## src/cmp_ref_pkg.sv

```systemverilog
// package: register map, field positions and reset values of the comparator reference control
package cmp_ref_pkg;
    // register byte addresses on the AXI4-Lite bus
    localparam logic [3:0] link_ctrl_addr = 4'h0;
    localparam logic [3:0] ladder_ctrl_addr = 4'h4;
    localparam logic [3:0] status_addr = 4'h8;
    // timer link control fields
    localparam int sync_bit = 0;
    localparam int gate_src_bit = 1;
    localparam int hyst_bit = 3;
    localparam int clk_alt_bit = 4;
    localparam logic [7:0] link_ctrl_mask = 8'h1B;
    localparam logic [7:0] link_ctrl_reset = 8'h02;
    // reference ladder control fields
    localparam int level_lsb = 0;
    localparam int fixed_en_bit = 4;
    localparam int range_bit = 5;
    localparam int ladder_sel_bit = 7;
    localparam logic [7:0] ladder_ctrl_mask = 8'hBF;
    localparam logic [7:0] ladder_ctrl_reset = 8'h00;
    // instruction clock is the system clock divided by this
    localparam int instr_div = 4;
    // reference multiplexer choices
    typedef enum logic [1:0] {
        ref_ground,
        ref_fixed,
        ref_ladder
    } ref_sel_t;
    // axi responses
    localparam logic [1:0] resp_okay = 2'h0;
    localparam logic [1:0] resp_slverr = 2'h2;
endpackage

```

## src/cmp_ref_ctrl.sv

```systemverilog
// comparator timer link and reference ladder control with an AXI4-Lite register slave
`timescale 1ns/10ps
`default_nettype none
// Contract
// [RULE_01] sync bit latches comparator on timer falling edge
// [RULE_02] capture edge taken after timer prescaler
// [RULE_03] timer counts rising, capture on falling edge
// [RULE_04] sync clear passes comparator through unlatched
// [RULE_05] clock select: system clock or quarter rate
// [RULE_06] hysteresis bit enables comparator hysteresis
// [RULE_07] gate source resets one: pin, else comparator
// [RULE_08] unimplemented link control bits read zero
// [RULE_09] ladder select powers ladder, routes it; else fixed
// [RULE_10] ladder select low keeps divider powered down
// [RULE_11] range bit set low range, clear high
// [RULE_12] four bit level picks one of sixteen taps
// [RULE_13] fixed enable bit turns on fixed reference
// [RULE_14] fast oscillator running forces fixed reference on
// [RULE_15] both selects low put ground on reference
// [RULE_16] software waits settling delay after fixed enable
// [RULE_17] unimplemented writes ignored, documented reset values
module cmp_ref_ctrl
    import cmp_ref_pkg::*;
(
    input wire logic aclk,
    input wire logic aresetn,
    input wire logic [3:0] s_axi_awaddr,
    input wire logic [2:0] s_axi_awprot,
    input wire logic s_axi_awvalid,
    output logic s_axi_awready,
    input wire logic [31:0] s_axi_wdata,
    input wire logic [3:0] s_axi_wstrb,
    input wire logic s_axi_wvalid,
    output logic s_axi_wready,
    output logic [1:0] s_axi_bresp,
    output logic s_axi_bvalid,
    input wire logic s_axi_bready,
    input wire logic [3:0] s_axi_araddr,
    input wire logic [2:0] s_axi_arprot,
    input wire logic s_axi_arvalid,
    output logic s_axi_arready,
    output logic [31:0] s_axi_rdata,
    output logic [1:0] s_axi_rresp,
    output logic s_axi_rvalid,
    input wire logic s_axi_rready,
    input wire logic comparator_result,
    input wire logic prescaler_enable,
    input wire logic [1:0] prescale_select,
    input wire logic fast_internal_oscillator,
    input wire logic external_gate_pin,
    output logic gated_timer_tick,
    output logic comparator_out,
    output logic gated_timer_gate,
    output logic hysteresis_enable,
    output logic timer_clock_alt_select,
    output logic ladder_reference_enable,
    output logic ladder_range_select,
    output logic [3:0] ladder_level,
    output logic fixed_reference_on,
    output logic [1:0] reference_mux_select
);
    typedef struct packed {
        logic aw_held;
        logic [3:0] aw_addr;
        logic w_held;
        logic [31:0] w_data;
        logic [3:0] w_strb;
        logic bvalid;
        logic [1:0] bresp;
        logic rvalid;
        logic [1:0] rresp;
        logic [31:0] rdata;
        logic [7:0] link_ctrl;
        logic [7:0] ladder_ctrl;
        logic [1:0] div_cnt;
        logic [2:0] pre_cnt;
        logic timer_clk_level;
        logic tick;
        logic cmp_latched;
        logic cmp_out;
        logic gate;
        logic fixed_on;
        ref_sel_t ref_sel;
    } state_t;

    state_t cur;
    state_t next_state;
    logic timer_src_edge;
    logic prescaled_edge;
    logic [3:0] pre_limit;
    logic do_write;

    // write waits for both address and data, response only after the previous one drained
    assign do_write = cur.aw_held && cur.w_held && !cur.bvalid;

    // prescaler ratios 1, 2, 4, 8 from the timer's prescale select
    assign pre_limit = prescaler_enable ? 4'(1 << prescale_select) : 4'h1;

    always_comb begin
        next_state = cur;
        timer_src_edge = 1'b0;
        prescaled_edge = 1'b0;
        // bus: address and data channels accepted in either order
        if (s_axi_awvalid && !cur.aw_held) begin
            next_state.aw_held = 1'b1;
            next_state.aw_addr = s_axi_awaddr;
        end
        if (s_axi_wvalid && !cur.w_held) begin
            next_state.w_held = 1'b1;
            next_state.w_data = s_axi_wdata;
            next_state.w_strb = s_axi_wstrb;
        end
        if (cur.bvalid && s_axi_bready) begin
            next_state.bvalid = 1'b0;
        end
        if (do_write) begin
            next_state.aw_held = 1'b0;
            next_state.w_held = 1'b0;
            next_state.bvalid = 1'b1;
            next_state.bresp = resp_okay;
            // only implemented bits take the written value
            if (cur.aw_addr == link_ctrl_addr) begin
                if (cur.w_strb[0]) begin
                    next_state.link_ctrl = cur.w_data[7:0] & link_ctrl_mask; // [RULE_17]
                end
            end else if (cur.aw_addr == ladder_ctrl_addr) begin
                if (cur.w_strb[0]) begin
                    next_state.ladder_ctrl = cur.w_data[7:0] & ladder_ctrl_mask; // [RULE_17]
                end
            end else if (cur.aw_addr != status_addr) begin
                next_state.bresp = resp_slverr;
            end
        end
        // read channel: one outstanding read
        if (cur.rvalid && s_axi_rready) begin
            next_state.rvalid = 1'b0;
        end
        if (s_axi_arvalid && !cur.rvalid) begin
            next_state.rvalid = 1'b1;
            next_state.rresp = resp_okay;
            next_state.rdata = 32'h0;
            case (s_axi_araddr)
                link_ctrl_addr: next_state.rdata = {24'h0, cur.link_ctrl}; // [RULE_08]
                ladder_ctrl_addr: next_state.rdata = {24'h0, cur.ladder_ctrl};
                status_addr: next_state.rdata = {28'h0, cur.fixed_on, cur.gate,
                    cur.cmp_out, comparator_result};
                default: next_state.rresp = resp_slverr;
            endcase
        end
        // timer clock: full system rate or instruction clock at one quarter
        next_state.div_cnt = 2'(cur.div_cnt + 2'h1);
        if (cur.link_ctrl[clk_alt_bit]) begin
            timer_src_edge = 1'b1; // [RULE_05]
        end else begin
            timer_src_edge = (cur.div_cnt == 2'(instr_div - 1)); // [RULE_05]
        end
        // prescaled clock: tick marks the rising edge, level marks the falling half
        if (timer_src_edge) begin
            if (4'({1'b0, cur.pre_cnt}) + 4'h1 >= pre_limit) begin
                next_state.pre_cnt = 3'h0;
                prescaled_edge = 1'b1; // [RULE_02]
            end else begin
                next_state.pre_cnt = 3'(cur.pre_cnt + 3'h1);
            end
        end
        next_state.tick = prescaled_edge; // [RULE_03]
        // falling half follows the counting tick, so a capture always lags its count
        next_state.timer_clk_level = cur.tick; // [RULE_03]
        // capture in the falling half only; at full rate that is every cycle
        if (cur.timer_clk_level) begin
            next_state.cmp_latched = comparator_result; // [RULE_01]
        end
        if (cur.link_ctrl[sync_bit]) begin
            next_state.cmp_out = next_state.cmp_latched; // [RULE_01]
        end else begin
            next_state.cmp_out = comparator_result; // [RULE_04]
        end
        // gate: external pin or comparator output
        if (cur.link_ctrl[gate_src_bit]) begin
            next_state.gate = external_gate_pin; // [RULE_07]
        end else begin
            next_state.gate = next_state.cmp_out; // [RULE_07]
        end
        // fixed reference forced by fast oscillator
        next_state.fixed_on = cur.ladder_ctrl[fixed_en_bit] || fast_internal_oscillator; // [RULE_13] [RULE_14]
        if (cur.ladder_ctrl[ladder_sel_bit]) begin
            next_state.ref_sel = ref_ladder; // [RULE_09]
        end else if (cur.ladder_ctrl[fixed_en_bit]) begin
            next_state.ref_sel = ref_fixed; // [RULE_09]
        end else begin
            next_state.ref_sel = ref_ground; // [RULE_15]
        end
        if (!aresetn) begin
            next_state = '0;
            next_state.link_ctrl = link_ctrl_reset; // [RULE_07] [RULE_17]
            next_state.ladder_ctrl = ladder_ctrl_reset; // [RULE_17]
            next_state.gate = 1'b0;
            next_state.ref_sel = ref_ground;
        end
    end

    // single state register, synchronous reset folded into the next value
    always_ff @(posedge aclk) begin
        cur <= next_state;
    end

    // the sync output updates in the same cycle as the latch; only one flop between cause and pin
    assign s_axi_awready = !cur.aw_held;
    assign s_axi_wready = !cur.w_held;
    assign s_axi_bvalid = cur.bvalid;
    assign s_axi_bresp = cur.bresp;
    assign s_axi_arready = !cur.rvalid;
    assign s_axi_rvalid = cur.rvalid;
    assign s_axi_rresp = cur.rresp;
    assign s_axi_rdata = cur.rdata;
    assign gated_timer_tick = cur.tick;
    assign comparator_out = cur.cmp_out;
    assign gated_timer_gate = cur.gate;
    assign hysteresis_enable = cur.link_ctrl[hyst_bit]; // [RULE_06]
    assign timer_clock_alt_select = cur.link_ctrl[clk_alt_bit];
    assign ladder_reference_enable = cur.ladder_ctrl[ladder_sel_bit]; // [RULE_10]
    assign ladder_range_select = cur.ladder_ctrl[range_bit]; // [RULE_11]
    assign ladder_level = cur.ladder_ctrl[level_lsb +: 4]; // [RULE_12]
    assign fixed_reference_on = cur.fixed_on;
    assign reference_mux_select = cur.ref_sel;

    // checks next to the logic they guard
    // ladder may only be routed while its divider is powered
    a_divider_off: assert property (@(posedge aclk) disable iff (!aresetn) // [RULE_10]
        !ladder_reference_enable |=> reference_mux_select != ref_ladder)
        else $error("ladder routed while divider powered down");
    // both selects low ground the reference input
    a_ground_ref: assert property (@(posedge aclk) disable iff (!aresetn) // [RULE_15]
        (!cur.ladder_ctrl[ladder_sel_bit] && !cur.ladder_ctrl[fixed_en_bit])
        |=> reference_mux_select == ref_ground)
        else $error("reference not grounded");
    // ladder select wins the multiplexer
    a_ladder_route: assert property (@(posedge aclk) disable iff (!aresetn) // [RULE_09]
        cur.ladder_ctrl[ladder_sel_bit] |=> reference_mux_select == ref_ladder)
        else $error("ladder not routed");
    // select low with fixed enabled routes the fixed reference
    a_fixed_route: assert property (@(posedge aclk) disable iff (!aresetn) // [RULE_09]
        (!cur.ladder_ctrl[ladder_sel_bit] && cur.ladder_ctrl[fixed_en_bit])
        |=> reference_mux_select == ref_fixed)
        else $error("fixed reference not routed");
    // enable bit powers the fixed reference
    a_fixed_on: assert property (@(posedge aclk) disable iff (!aresetn) // [RULE_13]
        cur.ladder_ctrl[fixed_en_bit] |=> fixed_reference_on)
        else $error("fixed reference not enabled");
    // neither enable nor fast oscillator: fixed reference off
    a_fixed_off: assert property (@(posedge aclk) disable iff (!aresetn) // [RULE_13]
        (!cur.ladder_ctrl[fixed_en_bit] && !fast_internal_oscillator) |=> !fixed_reference_on)
        else $error("fixed reference not disabled");
    // fast oscillator overrides the enable bit
    a_fixed_force: assert property (@(posedge aclk) disable iff (!aresetn) // [RULE_14]
        fast_internal_oscillator |=> fixed_reference_on)
        else $error("fixed reference not forced on");
    // sync clear: output follows the raw result one cycle late
    a_async_pass: assert property (@(posedge aclk) disable iff (!aresetn) // [RULE_04]
        !cur.link_ctrl[sync_bit] |=> comparator_out == $past(comparator_result))
        else $error("comparator not passed through");
    // falling half captures the raw result
    a_capture_edge: assert property (@(posedge aclk) disable iff (!aresetn) // [RULE_01]
        cur.timer_clk_level |=> cur.cmp_latched == $past(comparator_result))
        else $error("comparator not captured on falling half");
    // a count edge with no falling half pending leaves the latch alone
    a_no_coincide: assert property (@(posedge aclk) disable iff (!aresetn) // [RULE_03]
        (cur.tick && !cur.timer_clk_level) |=> $stable(cur.cmp_latched))
        else $error("capture coincides with count");
    // gate source set: gate follows the pin
    a_gate_pin: assert property (@(posedge aclk) disable iff (!aresetn) // [RULE_07]
        cur.link_ctrl[gate_src_bit] |=> gated_timer_gate == $past(external_gate_pin))
        else $error("gate not from pin");
    // system clock source ticks every cycle without prescaler
    a_fast_tick: assert property (@(posedge aclk) disable iff (!aresetn) // [RULE_05]
        (cur.link_ctrl[clk_alt_bit] && !prescaler_enable) [*2] |=> gated_timer_tick)
        else $error("timer tick missing at system rate");
    // instruction clock never ticks on two cycles in a row
    a_instr_spacing: assert property (@(posedge aclk) disable iff (!aresetn) // [RULE_05]
        (!$past(cur.link_ctrl[clk_alt_bit]) && !$past(cur.link_ctrl[clk_alt_bit], 2))
        |-> !(cur.tick && $past(cur.tick)))
        else $error("instruction clock ticks too close");
    // unimplemented positions stay zero
    a_reserved_zero: assert property (@(posedge aclk) disable iff (!aresetn) // [RULE_08]
        (cur.link_ctrl & ~link_ctrl_mask) == 8'h00 && cur.ladder_ctrl[6] == 1'b0)
        else $error("reserved bit set");
    // reset loads the documented register values
    a_reset_value: assert property (@(posedge aclk) // [RULE_17]
        !aresetn |=> (cur.link_ctrl == link_ctrl_reset && cur.ladder_ctrl == ladder_ctrl_reset))
        else $error("register reset value wrong");

    // main scenarios worth seeing
    c_sync_capture: cover property (@(posedge aclk) disable iff (!aresetn)
        cur.link_ctrl[sync_bit] && $changed(comparator_out));
    c_write_done: cover property (@(posedge aclk) disable iff (!aresetn)
        s_axi_bvalid && s_axi_bready);
    c_read_done: cover property (@(posedge aclk) disable iff (!aresetn)
        s_axi_rvalid && s_axi_rready);
    c_slverr_write: cover property (@(posedge aclk) disable iff (!aresetn)
        s_axi_bvalid && s_axi_bresp == resp_slverr);
    c_forced_fixed: cover property (@(posedge aclk) disable iff (!aresetn)
        fast_internal_oscillator && !cur.ladder_ctrl[fixed_en_bit] ##1 fixed_reference_on);
endmodule // cmp_ref_ctrl
`default_nettype wire

```

## config.mk

```make
export PLATFORM = sky130hd
export DESIGN_NAME = cmp_ref_ctrl
export DESIGN_NICKNAME = d
export VERILOG_FILES = /design/src/cmp_ref_pkg.sv /design/src/cmp_ref_ctrl.sv
export SDC_FILE = /design/constraint.sdc
export NUM_CORES = 1
export LEC_CHECK = 0
export BUFFER_PORTS_ARGS = -buffer_cell sky130_fd_sc_hd__buf_2
export CORE_MARGIN = 2
export CORE_UTILIZATION = 49
export CTS_CLUSTER_DIAMETER = 200
export DETAILED_ROUTE_END_ITERATION = 8
export PLACE_DENSITY = 0.85
export SYNTH_ARGS = -nofsm -noshare
export SYNTH_HDL_FRONTEND = slang
export SYNTH_SLANG_ARGS = --single-unit
```

## constraint.sdc

```tcl
create_clock -name aclk -period 3.8 [get_ports aclk]
set_clock_uncertainty 0.1 [all_clocks]
set_input_delay 0.19 -clock aclk [delete_from_list [all_inputs] [get_ports aclk]]
set_output_delay 0.19 -clock aclk [all_outputs]
set_load 0.005 [all_outputs]
```

* Word level (Yosys, flattened, before mapping)
Index checks and enable logic that the tools add are counted.
** Storage, ports and cells
- Bits in registers :: 77
- Latch bits :: 0
- RAM bits :: 0
- Bits in read-only memories :: 0
- Bits of input ports :: 63
- Output and inout port bits :: 55
- Word-level logic and storage cells :: 74
- Memories :: 0
** Cells by class
- Add/sub/neg operators :: 3
- Multipliers :: 0
- Divide/modulo/power cells :: 0
- Magnitude comparators :: 1
- Equal/unequal tests :: 5
- Shifts and indexed selects :: 1
- Mux-type cells :: 18
- Bitwise gates (word level) :: 2
- Reductions and logical operators :: 22
** Operators with widths (count)
- $mux 35 :: 1
- $pmux 8 s3 :: 1
- $mux 2 :: 5
- $eq 4x3->1 const B :: 2
- $logic_not 4->1 :: 2
- $mux 1 :: 8
- $logic_and 1x1->1 :: 7
- $mux 3 :: 2
- $add 3x1->4 const B :: 1
- $eq 4x4->1 const B :: 1
- $ge 4x4->1 :: 1
- $logic_not 1->1 :: 4
- $mux 4 :: 1
- $ne 4x4->1 const B :: 1
- $reduce_and 4->1 :: 1
- $reduce_bool 2->1 :: 2
- $reduce_or 2->1 :: 2
- $shl 1x2->4 const A :: 1
- $add 3x1->3 const B :: 1
- $reduce_and 3->1 :: 1
- $reduce_or 3->1 :: 1
- $add 2x1->2 const B :: 1
- $eq 2x2->1 const B :: 1
- $not 1->1 :: 2
- 2 further kinds :: 2

* Longest topological paths before layout
Gate-level depths: netlist of the first run.
- Depth after elaboration :: 5
- Gate-level depth with buffers :: 6
- Depth with buffers taken out :: 6

* Least setup slack after synthesis of the first run
OpenSTA, ideal clock, no wires.
- Path kind :: reg2reg
- Start point :: register cur[8] (netlist name)
- End point :: register cur[8] (netlist name)
- Library setup time :: 101 ps
- Arrival :: 1551 ps
- Required time :: 3599 ps
- Path slack :: 2048 ps
- Cell stages (with the launch flop) :: 6
- Buffers on the path :: 0
- Path through :: dfxtp_1 ha_1 ha_1 a211oi_1 nor2_1 o41ai_1
** On the way
- Longest elaborated chain between the ends :: 3
- Elaborated cells on any way between the ends :: 4
- Classes of those cells :: 2 x add/sub; 1 x order compare; 1 x mux
** Ends and longest elaborated chain
- start: declaration :: line cmp_ref_ctrl.sv:86 : state_t cur;
- start signal: assignment :: line cmp_ref_ctrl.sv:204 : cur <= next_state;
- $add 3x1->4 :: line cmp_ref_ctrl.sv:159 : if (4'({1'b0, cur.pre_cnt}) + 4'h1 >= pre_limit) begin
- $ge 4x4->1 :: line cmp_ref_ctrl.sv:159
- $mux 3 * :: line cmp_ref_ctrl.sv:159
Mark *: on every way between the ends. The rest lies on a longest branch, timed or not.
A chain may end at the register's enable or synchronous reset.

* Worst setup path after layout of the first run
Ends and elaborated chain as after synthesis.

==> flow_metrics.py, run 1 <==
metrics = {
    "routing": {
        "wl_um": 4050,
        "dr.first_iter.drc_count": 60,
        "dr.pass1.iters": 4,
        "vias": 1742,
        "ant_nets": 0,
        "wl_per_cell_um": 11.0,
        "viasPerCell": 4.73,
        "route.detailed.drc": 0,
    },
    "clocking": {
        "cts_max_path_buffers": 2,
        "cts_setup_buffers": 0,
        "clk_pin_slew_ps": 90,
        "tritoncts": "built",
        "worstSkewPairLatency_ps": 300,
        "cts.repair.resized": 0,
        "cts_buffers": 5,
        "cts_root_buffer": "clkbuf_8",
        "cts_max_level": 2,
        "clock-sinks": 49,
    },
    "power_and_ir_drop": {
        "total_power_uw": 945,
        "p_per_area_nw_per_um2": 363,
        "leakagePower_nw": 1.18,
        "ir_drop_mv": 0.243,
    },
    "yosys": {
        "ys_async_sr_fraction": 0,
        "syn-mean-instance-area_um2": 9.12,
        "synth_cell_types": 40,
        "syn_area_um2": 2390,
        "ys_warn_count": 0,
        "synth_flop_cell": "dfxtp_1",
        "ys_ff_latch": 49,
        "ys_seq_area_frac": 0.410,
        "synth_edf_count": 0,
        "synth_cells": 262,
    },
    "layout": {
        "areaGrowthSynthToFinish_pct": 8.90,
        "fin_util": 0.551,
        "antenna-diode-count": 0,
        "finalNetCount": 369,
        "drive_gt1_frac": 0.229,
    },
    "global_routing": {
        "overflow": 0,
        "grt_pass1_wl_um": 6700,
        "grt_pass1_vias": 1584,
        "grt.total_usage": 0.157,
        "grt_max_degree": 59,
        "grt_antenna_before_repair": 0,
    },
    "sta": {
        "layout_setup_ws_ps": 1860,
        "tightest_slew_ps": 879,
        "finalCriticalPeriod_ps": 1940,
        "hold_violations": 0,
        "maxSlewHeadroom": 0.413,
        "max_freq_mhz": 516,
        "fin_crit_sh": 0.510,
        "finalSetupTns_ps": 0,
        "setup_viol": 0,
        "drv_slew": 0,
        "rsz0062_at_grt": "false",
    },
    "flow_run": {
        "maxCapViolations": 0,
    },
    "setup_path": {
        "crit_arrival_ps": 2030,
        "required_ps": 3890,
        "start_kind": "register",
        "cp-end-kind": "register",
        "cp_max_fo": 5,
        "critPathKind": "reg -> reg",
        "r2r_setup_slack_ps": 1860,
    },
    "die": {
        "row_count": 25,
        "ios": 118,
        "initial_core_util": 0.506,
        "coreArea_um2": 4720,
        "fp.dieH_um": 73.8,
        "die_area_um2": 5450,
        "die-width_um": 73.8,
    },
    "place": {
        "hpwl_um": 3110,
        "routabilityCongestion": 0.861,
        "post-place-ws_ps": 1860,
        "port_buffers": 56,
    },
    "min_path": {
        "min_path_type": "in -> reg",
    },
    "run_status": {
        "status": "complete, no violations",
    },
}
-- layout by cell type (no fill, tap or decap), types with 2 or more instances in the layout --
cell,netlist,final
and3b_1,2,2
conb_1,1,27
ha_1,6,6
clkbuf_8,0,5
o21ai_1,16,16
nand2b_1,3,3
buf_2,3,56
clkinv_4,0,2
inv_1,5,5
nand2_1,16,16
o21ai_0,3,3
dlygate4sd3_1,0,2
nor2b_1,24,24
nand3_1,15,15
nor2_1,14,14
nor3_1,2,2
and2_1,4,4
mux2i_1,19,19
nand3b_1,3,3
and3_1,2,2
a21oi_1,4,4
o21a_1,2,2
dfxtp_1,49,49
a22oi_1,3,3
-- final timing paths --
kind,to,start,cells after the start
setup / recovery,cur[8],cur[8],6
hold / removal,cur[108],s_axi_awvalid,3
setup reg to reg,cur[8],cur[8],6
hold reg to reg,cur[11],cur[11],1
-- synthesized netlist by cell type, types with 4 or more instances --
cell type / count / area share
ha_1: 6 / 0.031
nor2_1: 14 / 0.022
a21oi_1: 4 / 0.0084
nand3_1: 15 / 0.031
and2_1: 4 / 0.010
nand2_1: 16 / 0.025
nor2b_1: 24 / 0.063
inv_1: 5 / 0.0079
o21ai_1: 16 / 0.034
clkbuf_1: 7 / 0.011
dfxtp_1: 49 / 0.41
mux2i_1: 19 / 0.080
buf_4: 42 / 0.13
-- power breakdown --
part / internal (mW) / leakage [nW] / switching, mW
Clock: 0.131 / 0.0481 / 0.172
Combinational: 0.0465 / 0.737 / 0.0518
Sequential: 0.531 / 0.400 / 0.0128
Total: 0.708 / 1.18 / 0.237
-- final cells by class --
cell class	count	area (µm²)
clock buffers	5	68.8
clock inverters	3	22.5
fillers	442	2120
inverters	5	18.8
multi-input cells	181	1130
flip-flops and latches	49	981
well taps	67	83.8
repair buffers	58	300
-- critical path: stages, from the launching register on --
cell	delay (ps)
dfxtp_1	350
ha_1	240
xor2_1	150
ha_1	230
a211oi_1	360
nor2_1	90
o41ai_1	300
-- per-stage QoR --
| step | cells | area [µm²] | hold WS [ps] |
|---|---|---|---|
| final | 368 | 2600 | 10.5 |
| after global routing | 368 | 2600 | 15.2 |
| after CTS | 368 | 2600 | 9.06 |
| after detailed placement | 358 | 2490 | 299 |
| after global placement | 358 | 2490 | 294 |
| after floorplan | 288 | 2490 | 200 |
-- state kept, by name, indices dropped and copies added (netlist names), 2 cells and up --
signal                count
cur                      24
ladder_level              4
reference_mux_select      2
s_axi_rdata               7
-- timing repair --
action,4_1_cts,5_1_grt
endpoints found under the hold margin,2,0
hold buffers,2,0
endpoints found under the setup margin,0,0
-- kinds of logic after synthesis --
family,Yosys count,share of synthesized area
adder cells (fa/ha/maj),6,0.0314
flip-flops,49,0.410
XOR/XNOR,1,0.00367
multiplexers,19,0.0796
AO/OA/AOI/OAI,37,0.0969
buffers and inverters,58,0.159
AND/OR/NAND/NOR,91,0.218
other,1,0.00157
-- routing by layer --
metal | vias to the layer above | track usage | part of all wire
met4 | 0 | 0.0525 | 0.016
met5 | - | 0 | 0
met1 | 780 | 0.180 | 0.44
li1 | 890 | - | -
met2 | 64 | 0.274 | 0.48
met3 | 8 | 0.0480 | 0.064
(Power assumes the default switching activity.)
==> inputs of run 2 (changes only) <==
- ABC_AREA: not set -> 1
- CORE_UTILIZATION: 49 -> 45
- PLACE_DENSITY: 0.85 -> 0.79
- clock period: 3.8 -> 2 ns (I/O delays scaled with it)
==> run 2 against run 1 <==
  * Sequential power grew 91%
  * Flip-flop and latch count is the same
  * Maximum frequency grew 14%
  * Non-clock buffer count grew 19
  * Utilization shrank 0.33 points
  * Cell count grew 20%
  * Sequential share of layout area shrank 2.2 points
  * Synthesized cell count grew 18%
  * First-iteration DRC count grew 23%
  * Via count grew 13%
  * Critical endpoint is now cur[9]
  * Largest cell class unchanged
==> flow_metrics.py, run 2 <==
metrics = {
    "sta": {
        "max_freq_mhz": 589,
        "hold_violations": 0,
        "finalCriticalPeriod_ps": 1700,
        "setup_viol": 0,
        "rsz0062_at_grt": "false",
        "fin_crit_sh": 0.849,
        "finalSetupTns_ps": 0,
        "drv_slew": 0,
    },
    "routing": {
        "route.detailed.drc": 0,
        "dr.first_iter.drc_count": 74,
        "wl_um": 4670,
        "vias": 1973,
        "wl_per_cell_um": 10.6,
        "ant_nets": 0,
        "dr.pass1.iters": 4,
        "viasPerCell": 4.46,
    },
    "die": {
        "die-width_um": 76.0,
        "row_count": 26,
        "coreArea_um2": 5040,
        "ios": 118,
        "fp.dieH_um": 76.0,
        "initial_core_util": 0.462,
        "die_area_um2": 5770,
    },
    "place": {
        "port_buffers": 56,
        "routabilityCongestion": 0.879,
        "hpwl_um": 3450,
    },
    "global_routing": {
        "grt_pass1_vias": 1797,
        "grt_pass1_wl_um": 7760,
        "overflow": 0,
        "grt_antenna_before_repair": 0,
        "grt_max_degree": 27,
        "grt.total_usage": 0.164,
    },
    "yosys": {
        "yosys-top-cells-count": "49 x dfxtp_1, 49 x nor2_1, 42 x buf_4",
        "synth_top_family_by_area": "simple AND/OR/NAND/NOR gates",
        "synth.area.top_cells": "dfxtp_1 42%, buf_4 14%, nor2_1 7.9%",
        "synth_xor_area_frac": 0.00376,
        "yosysTopAreaCellShare": 0.421,
        "synth_cells": 309,
        "synth_cell_types": 25,
        "synth_mux_area_frac": 0,
        "syn-mean-instance-area_um2": 7.54,
        "synth-adder-area-share": 0.0322,
        "synth_edf_count": 0,
        "yosys.area.top_type": "dfxtp_1",
        "synth_compound_area_frac": 0.119,
        "ys_ff_latch": 49,
        "synthSimpleGateAreaFrac": 0.225,
        "syn_area_um2": 2330,
        "ys_warn_count": 0,
        "ys_async_sr_fraction": 0,
        "ys_seq_area_frac": 0.421,
        "synth_flop_cell": "dfxtp_1",
    },
    "flow_run": {
        "maxCapViolations": 0,
    },
    "clocking": {
        "clk_pin_slew_ps": 80,
        "cts_max_level": 2,
        "worstSkewPairLatency_ps": 300,
        "cts_root_buffer": "clkbuf_8",
        "cts_max_path_buffers": 2,
        "tritoncts": "built",
        "cts_setup_buffers": 0,
        "clock-sinks": 49,
        "cts.repair.resized": 0,
        "cts_buffers": 5,
    },
    "setup_path": {
        "critPathKind": "reg -> reg",
        "r2r_setup_slack_ps": 300,
        "crit_arrival_ps": 1830,
        "cp-end-kind": "register",
        "start_kind": "register",
        "cp_max_fo": 5,
        "required_ps": 2130,
    },
    "layout": {
        "mostFrequentLayoutCells": "56 x buf_2, 49 x nor2_1, 49 x dfxtp_1",
        "final_common_cell": "buf_2",
        "finalNetCount": 440,
        "top_register": "cur",
        "drive_gt1_frac": 0.196,
        "antenna-diode-count": 0,
        "areaGrowthSynthToFinish_pct": 18.5,
        "largest_reg_flops": 24,
    },
    "power_and_ir_drop": {
        "leakagePower_nw": 1.41,
        "p_per_area_nw_per_um2": 693,
        "total_power_mw": 1.91,
        "ir_drop_mv": 0.454,
    },
    "run_status": {
        "status": "complete, no violations",
    },
    "min_path": {
        "min_path_type": "in -> reg",
    },
}
[run 2: cell count changes after synthesis, sizes merged, moves of 4 or more]
cell	before	now
nor2b	24	0
nor2	14	51
a21oi	5	21
clkbuf	7	2
and2	4	0
mux2i	19	0
o21ai	19	30
nand3	15	22
nand2	16	38
nand4	0	4
inv	5	29
[run 2: layout make-up]
| class | count | area [µm²] |
|---|---|---|
| clock buffer | 7 | 96.3 |
| clock inverter | 1 | 5.00 |
| fill | 490 | 2280 |
| inverter | 31 | 118 |
| multi-input combinational | 207 | 988 |
| sequential | 49 | 981 |
| tap | 70 | 87.6 |
| timing repair buffer | 77 | 485 |
[run 2: cells by family (layout without fill, tap and decap cells)]
logic type,Yosys count,in the layout
simple gates,119,119
buf+inv,79,116
compound gates,54,54
flops,49,49
fa+ha+maj,6,6
other cells,1,27
xor+xnor,1,1
[run 2: what timing repair did]
item | in CTS | in global routing
hold buffers | 19 | 0
endpoints found under the setup margin | 0 | 0
hold endpoints to repair | 18 | 0
[run 2: worst paths after layout]
path,cells after the start,endpoint,startpoint
min,3,s_axi_rvalid,s_axi_rready
max,8,cur[9],cur[8]
min reg2reg,2,cur[7],gated_timer_tick
max reg2reg,8,cur[9],cur[8]
[run 2: per-layer routing]
layer	up-vias	track usage	part of all wire
met5	-	0	0
met3	7	0.0438	0.050
met1	862	0.194	0.46
met2	61	0.288	0.48
met4	0	0.0545	0.015
li1	1043	-	-
[run 2: critical path: stages (launching register included)]
cell and delay (ps):
dfxtp_1 400, ha_1 180, xor2_1 220, ha_1 280
nand2_1 70, inv_1 40, nand2_1 110, nand4_1 90
a21oi_1 130
[run 2: per-stage QoR]
| step | hold WS, ps | cell area (µm²) | setup WS, ps | std cells | utilization |
|---|---|---|---|---|---|
| 4_1_cts | 4.67 | 2760 | 297 | 442 | 0.548 |
| 3_3_place_gp | 204 | 2470 | 369 | 415 | 0.490 |
| 6_report | 16.1 | 2760 | 301 | 442 | 0.548 |
| 5_1_grt | 6.82 | 2760 | 146 | 442 | 0.548 |
| 2_1_floorplan | 106 | 2430 | 461 | 335 | - |
| 3_5_place_dp | 210 | 2470 | 305 | 415 | 0.490 |
[run 2: where the power goes]
part / total [mW] / switching, mW / internal [mW]
clock network: 0.621 / 0.308 / 0.313
registers: 1.04 / 0.0255 / 1.02
logic: 0.250 / 0.142 / 0.108
total: 1.91 / 0.476 / 1.44
==> inputs of run 3 (changes only) <==
- ABC_AREA: 1 -> 0
- CORE_UTILIZATION: 45 -> 41
- PLACE_DENSITY: 0.79 -> 0.76
- clock period: 2 -> 1.5 ns (I/O delays scaled with it)
==> run 3 against run 2 <==
  * The run now ends with negative setup slack left
  * First-iteration DRC count down 11%
  * Critical path depth is 1 lower
  * Clock-buffer cell count down 2
  * Sequential share of layout area is 2.9 points lower
  * Global-route usage down 1.2 points
  * Final area up 9.9%
  * Combinational power grew 35%
  * Flip-flop and latch count unchanged
  * Cell count down 8.4%
  * Non-clock buffer count grew 13
  * Sequential power rose by 33%
  * Die area up 12%
==> flow_metrics.py, run 3 (same netlist as run 1, synthesis figures left out) <==
metrics = {
    "die": {
        "ios": 118,
        "row_count": 27,
        "coreArea_um2": 5570,
        "initial_core_util": 0.429,
        "die-width_um": 80.3,
        "fp.dieH_um": 80.3,
        "die_area_um2": 6460,
    },
    "sta": {
        "fin_crit_sh": 1.16,
        "layout_setup_ws_ps": -238,
        "finalCriticalPeriod_ps": 1740,
        "drv_slew": 0,
        "hold_violations": 0,
        "setup_viol": 4,
        "finalSetupTns_ps": -671,
        "rsz0062_at_grt": "true",
        "max_freq_mhz": 575,
    },
    "min_path": {
        "worstHoldStart": "aresetn",
        "min_path_type": "in -> reg",
        "hold_depth": 3,
        "hold_end": "cur[8]",
    },
    "power_and_ir_drop": {
        "total_power_mw": 2.66,
        "p_per_area_nw_per_um2": 877,
        "ir_drop_mv": 0.710,
        "leakagePower_nw": 1.36,
    },
    "layout": {
        "drive_gt1_frac": 0.285,
        "fin_util": 0.545,
        "top_register": "cur",
        "finalNetCount": 401,
        "final_common_cell": "buf_2",
        "mostFrequentLayoutCells": "56 x buf_2, 45 x dfxtp_1, 27 x conb_1",
        "multi_input_area_um2": 1220,
        "areaGrowthSynthToFinish_pct": 27.0,
        "antenna-diode-count": 0,
        "nFillCells": 515,
        "regArea_um2": 991,
        "largest_reg_flops": 24,
    },
    "setup_path": {
        "reg2regPathDepth": 7,
        "critical_path.top_delay_family": "adder cells",
        "start_kind": "register",
        "slowest_delay_ps": 370,
        "crit_slowest_cell": "dfxtp_4",
        "cp-end-kind": "register",
        "r2r_setup_slack_ps": -240,
        "required_ps": 1580,
        "reg2reg_from": "cur[8]",
        "worst-path-buf-inv": 1,
        "critPathKind": "reg -> reg",
        "r2r_end": "cur[10]",
        "crit_chain": "ha_4 -> xor2_1 -> ha_2 -> a211oi_4 -> buf_4 -> nor3_1 -> nor2_1",
        "crit_arrival_ps": 1820,
        "cp_max_fo": 4,
    },
    "routing": {
        "dr.first_iter.drc_count": 66,
        "viasPerCell": 4.65,
        "wl_um": 4700,
        "vias": 1884,
        "dr.pass1.iters": 4,
        "ant_nets": 0,
        "route.detailed.drc": 0,
        "wl_per_cell_um": 11.6,
    },
    "global_routing": {
        "grt_pass1_vias": 1838,
        "grt_max_degree": 55,
        "grt_pass1_wl_um": 7820,
        "overflow": 0,
        "grt.total_usage": 0.152,
        "grt_antenna_before_repair": 0,
    },
    "clocking": {
        "clk_pin_slew_ps": 80,
        "cts_buffers": 5,
        "cts_root_buffer": "clkbuf_8",
        "tritoncts": "built",
        "worstSkewPairLatency_ps": 300,
        "cts_max_path_buffers": 2,
        "clock-sinks": 49,
        "cts_max_level": 2,
    },
    "run_status": {
        "violations": "negative setup slack",
        "status": "complete, but fails checks",
    },
    "place": {
        "hpwl_um": 3440,
        "routabilityCongestion": 0.750,
        "post-place-ws_ps": -264,
        "port_buffers": 56,
    },
    "flow_run": {
        "maxCapViolations": 0,
    },
}
[run 3: cell types whose count changed in the layout (fill, tap and decap cells not counted), moves of 8 or more]
cell	change
nor2_1	-35
o21ai_0	-27
nor2b_1	+24
inv_1	-23
nand2_1	-20
mux2i_1	+19
a21oi_1	-17
o21ai_1	+15
buf_4	+9
nand3_1	-8
[run 3: area by class of cell]
class / count / area share
sequential: 49 / 0.326
clock buffer: 5 / 0.0227
multi-input combinational: 181 / 0.401
inverter: 5 / 0.00618
tap: 72 / 0.0297
clock inverter: 3 / 0.0144
timing repair buffer: 90 / 0.199
[run 3: where the power goes]
group / internal [mW] / switching [mW]
Clock: 0.500 / 0.445
Combinational: 0.184 / 0.153
Sequential: 1.34 / 0.0352
[run 3: worst register-to-register path, stage by stage, from the launching register on]
cell,delay [ps]
dfxtp_4,370
ha_4,160
xor2_1,160
ha_2,250
a211oi_4,50
buf_4,140
nor3_1,310
nor2_1,90
[run 3: per-stage QoR]
step	cell area (µm²)	hold slack, ps	std cells
6_report	3040	11.9	405
5_1_grt	3040	19.1	405
4_1_cts	2980	5.08	404
3_5_place_dp	2640	176	375
3_3_place_gp	2640	174	375
2_1_floorplan	2530	85.2	288
[run 3: worst max path at each step]
stage | startpoint | to | slack, ps | depth (start not counted)
floorplan | cur[8] | cur[8] | -130 | 6
global placement | cur[8] | cur[8] | -190 | 6
detailed placement | cur[8] | cur[8] | -260 | 6
CTS | cur[8] | cur[9] | -170 | 7
global route | cur[8] | cur[9] | -210 | 7
finish | cur[8] | cur[10] | -240 | 7
[run 3: metal layers]
metal | routed length [µm] | up-vias | part of all wire | GRT usage
met1 | 1990 | 863 | 0.42 | 0.169
met4 | 83 | 0 | 0.018 | 0.0492
li1 | - | 955 | - | -
met2 | 2360 | 58 | 0.50 | 0.278
met5 | 0 | - | 0 | 0
met3 | 265 | 8 | 0.056 | 0.0404
[run 3: timing repair]
item,in CTS,in global routing
endpoints found under the hold margin,22,0
setup buffers,0,1
setup endpoints to repair,4,15
pin swaps,7,5
gates resized for setup,3,11
hold buffers,21,0
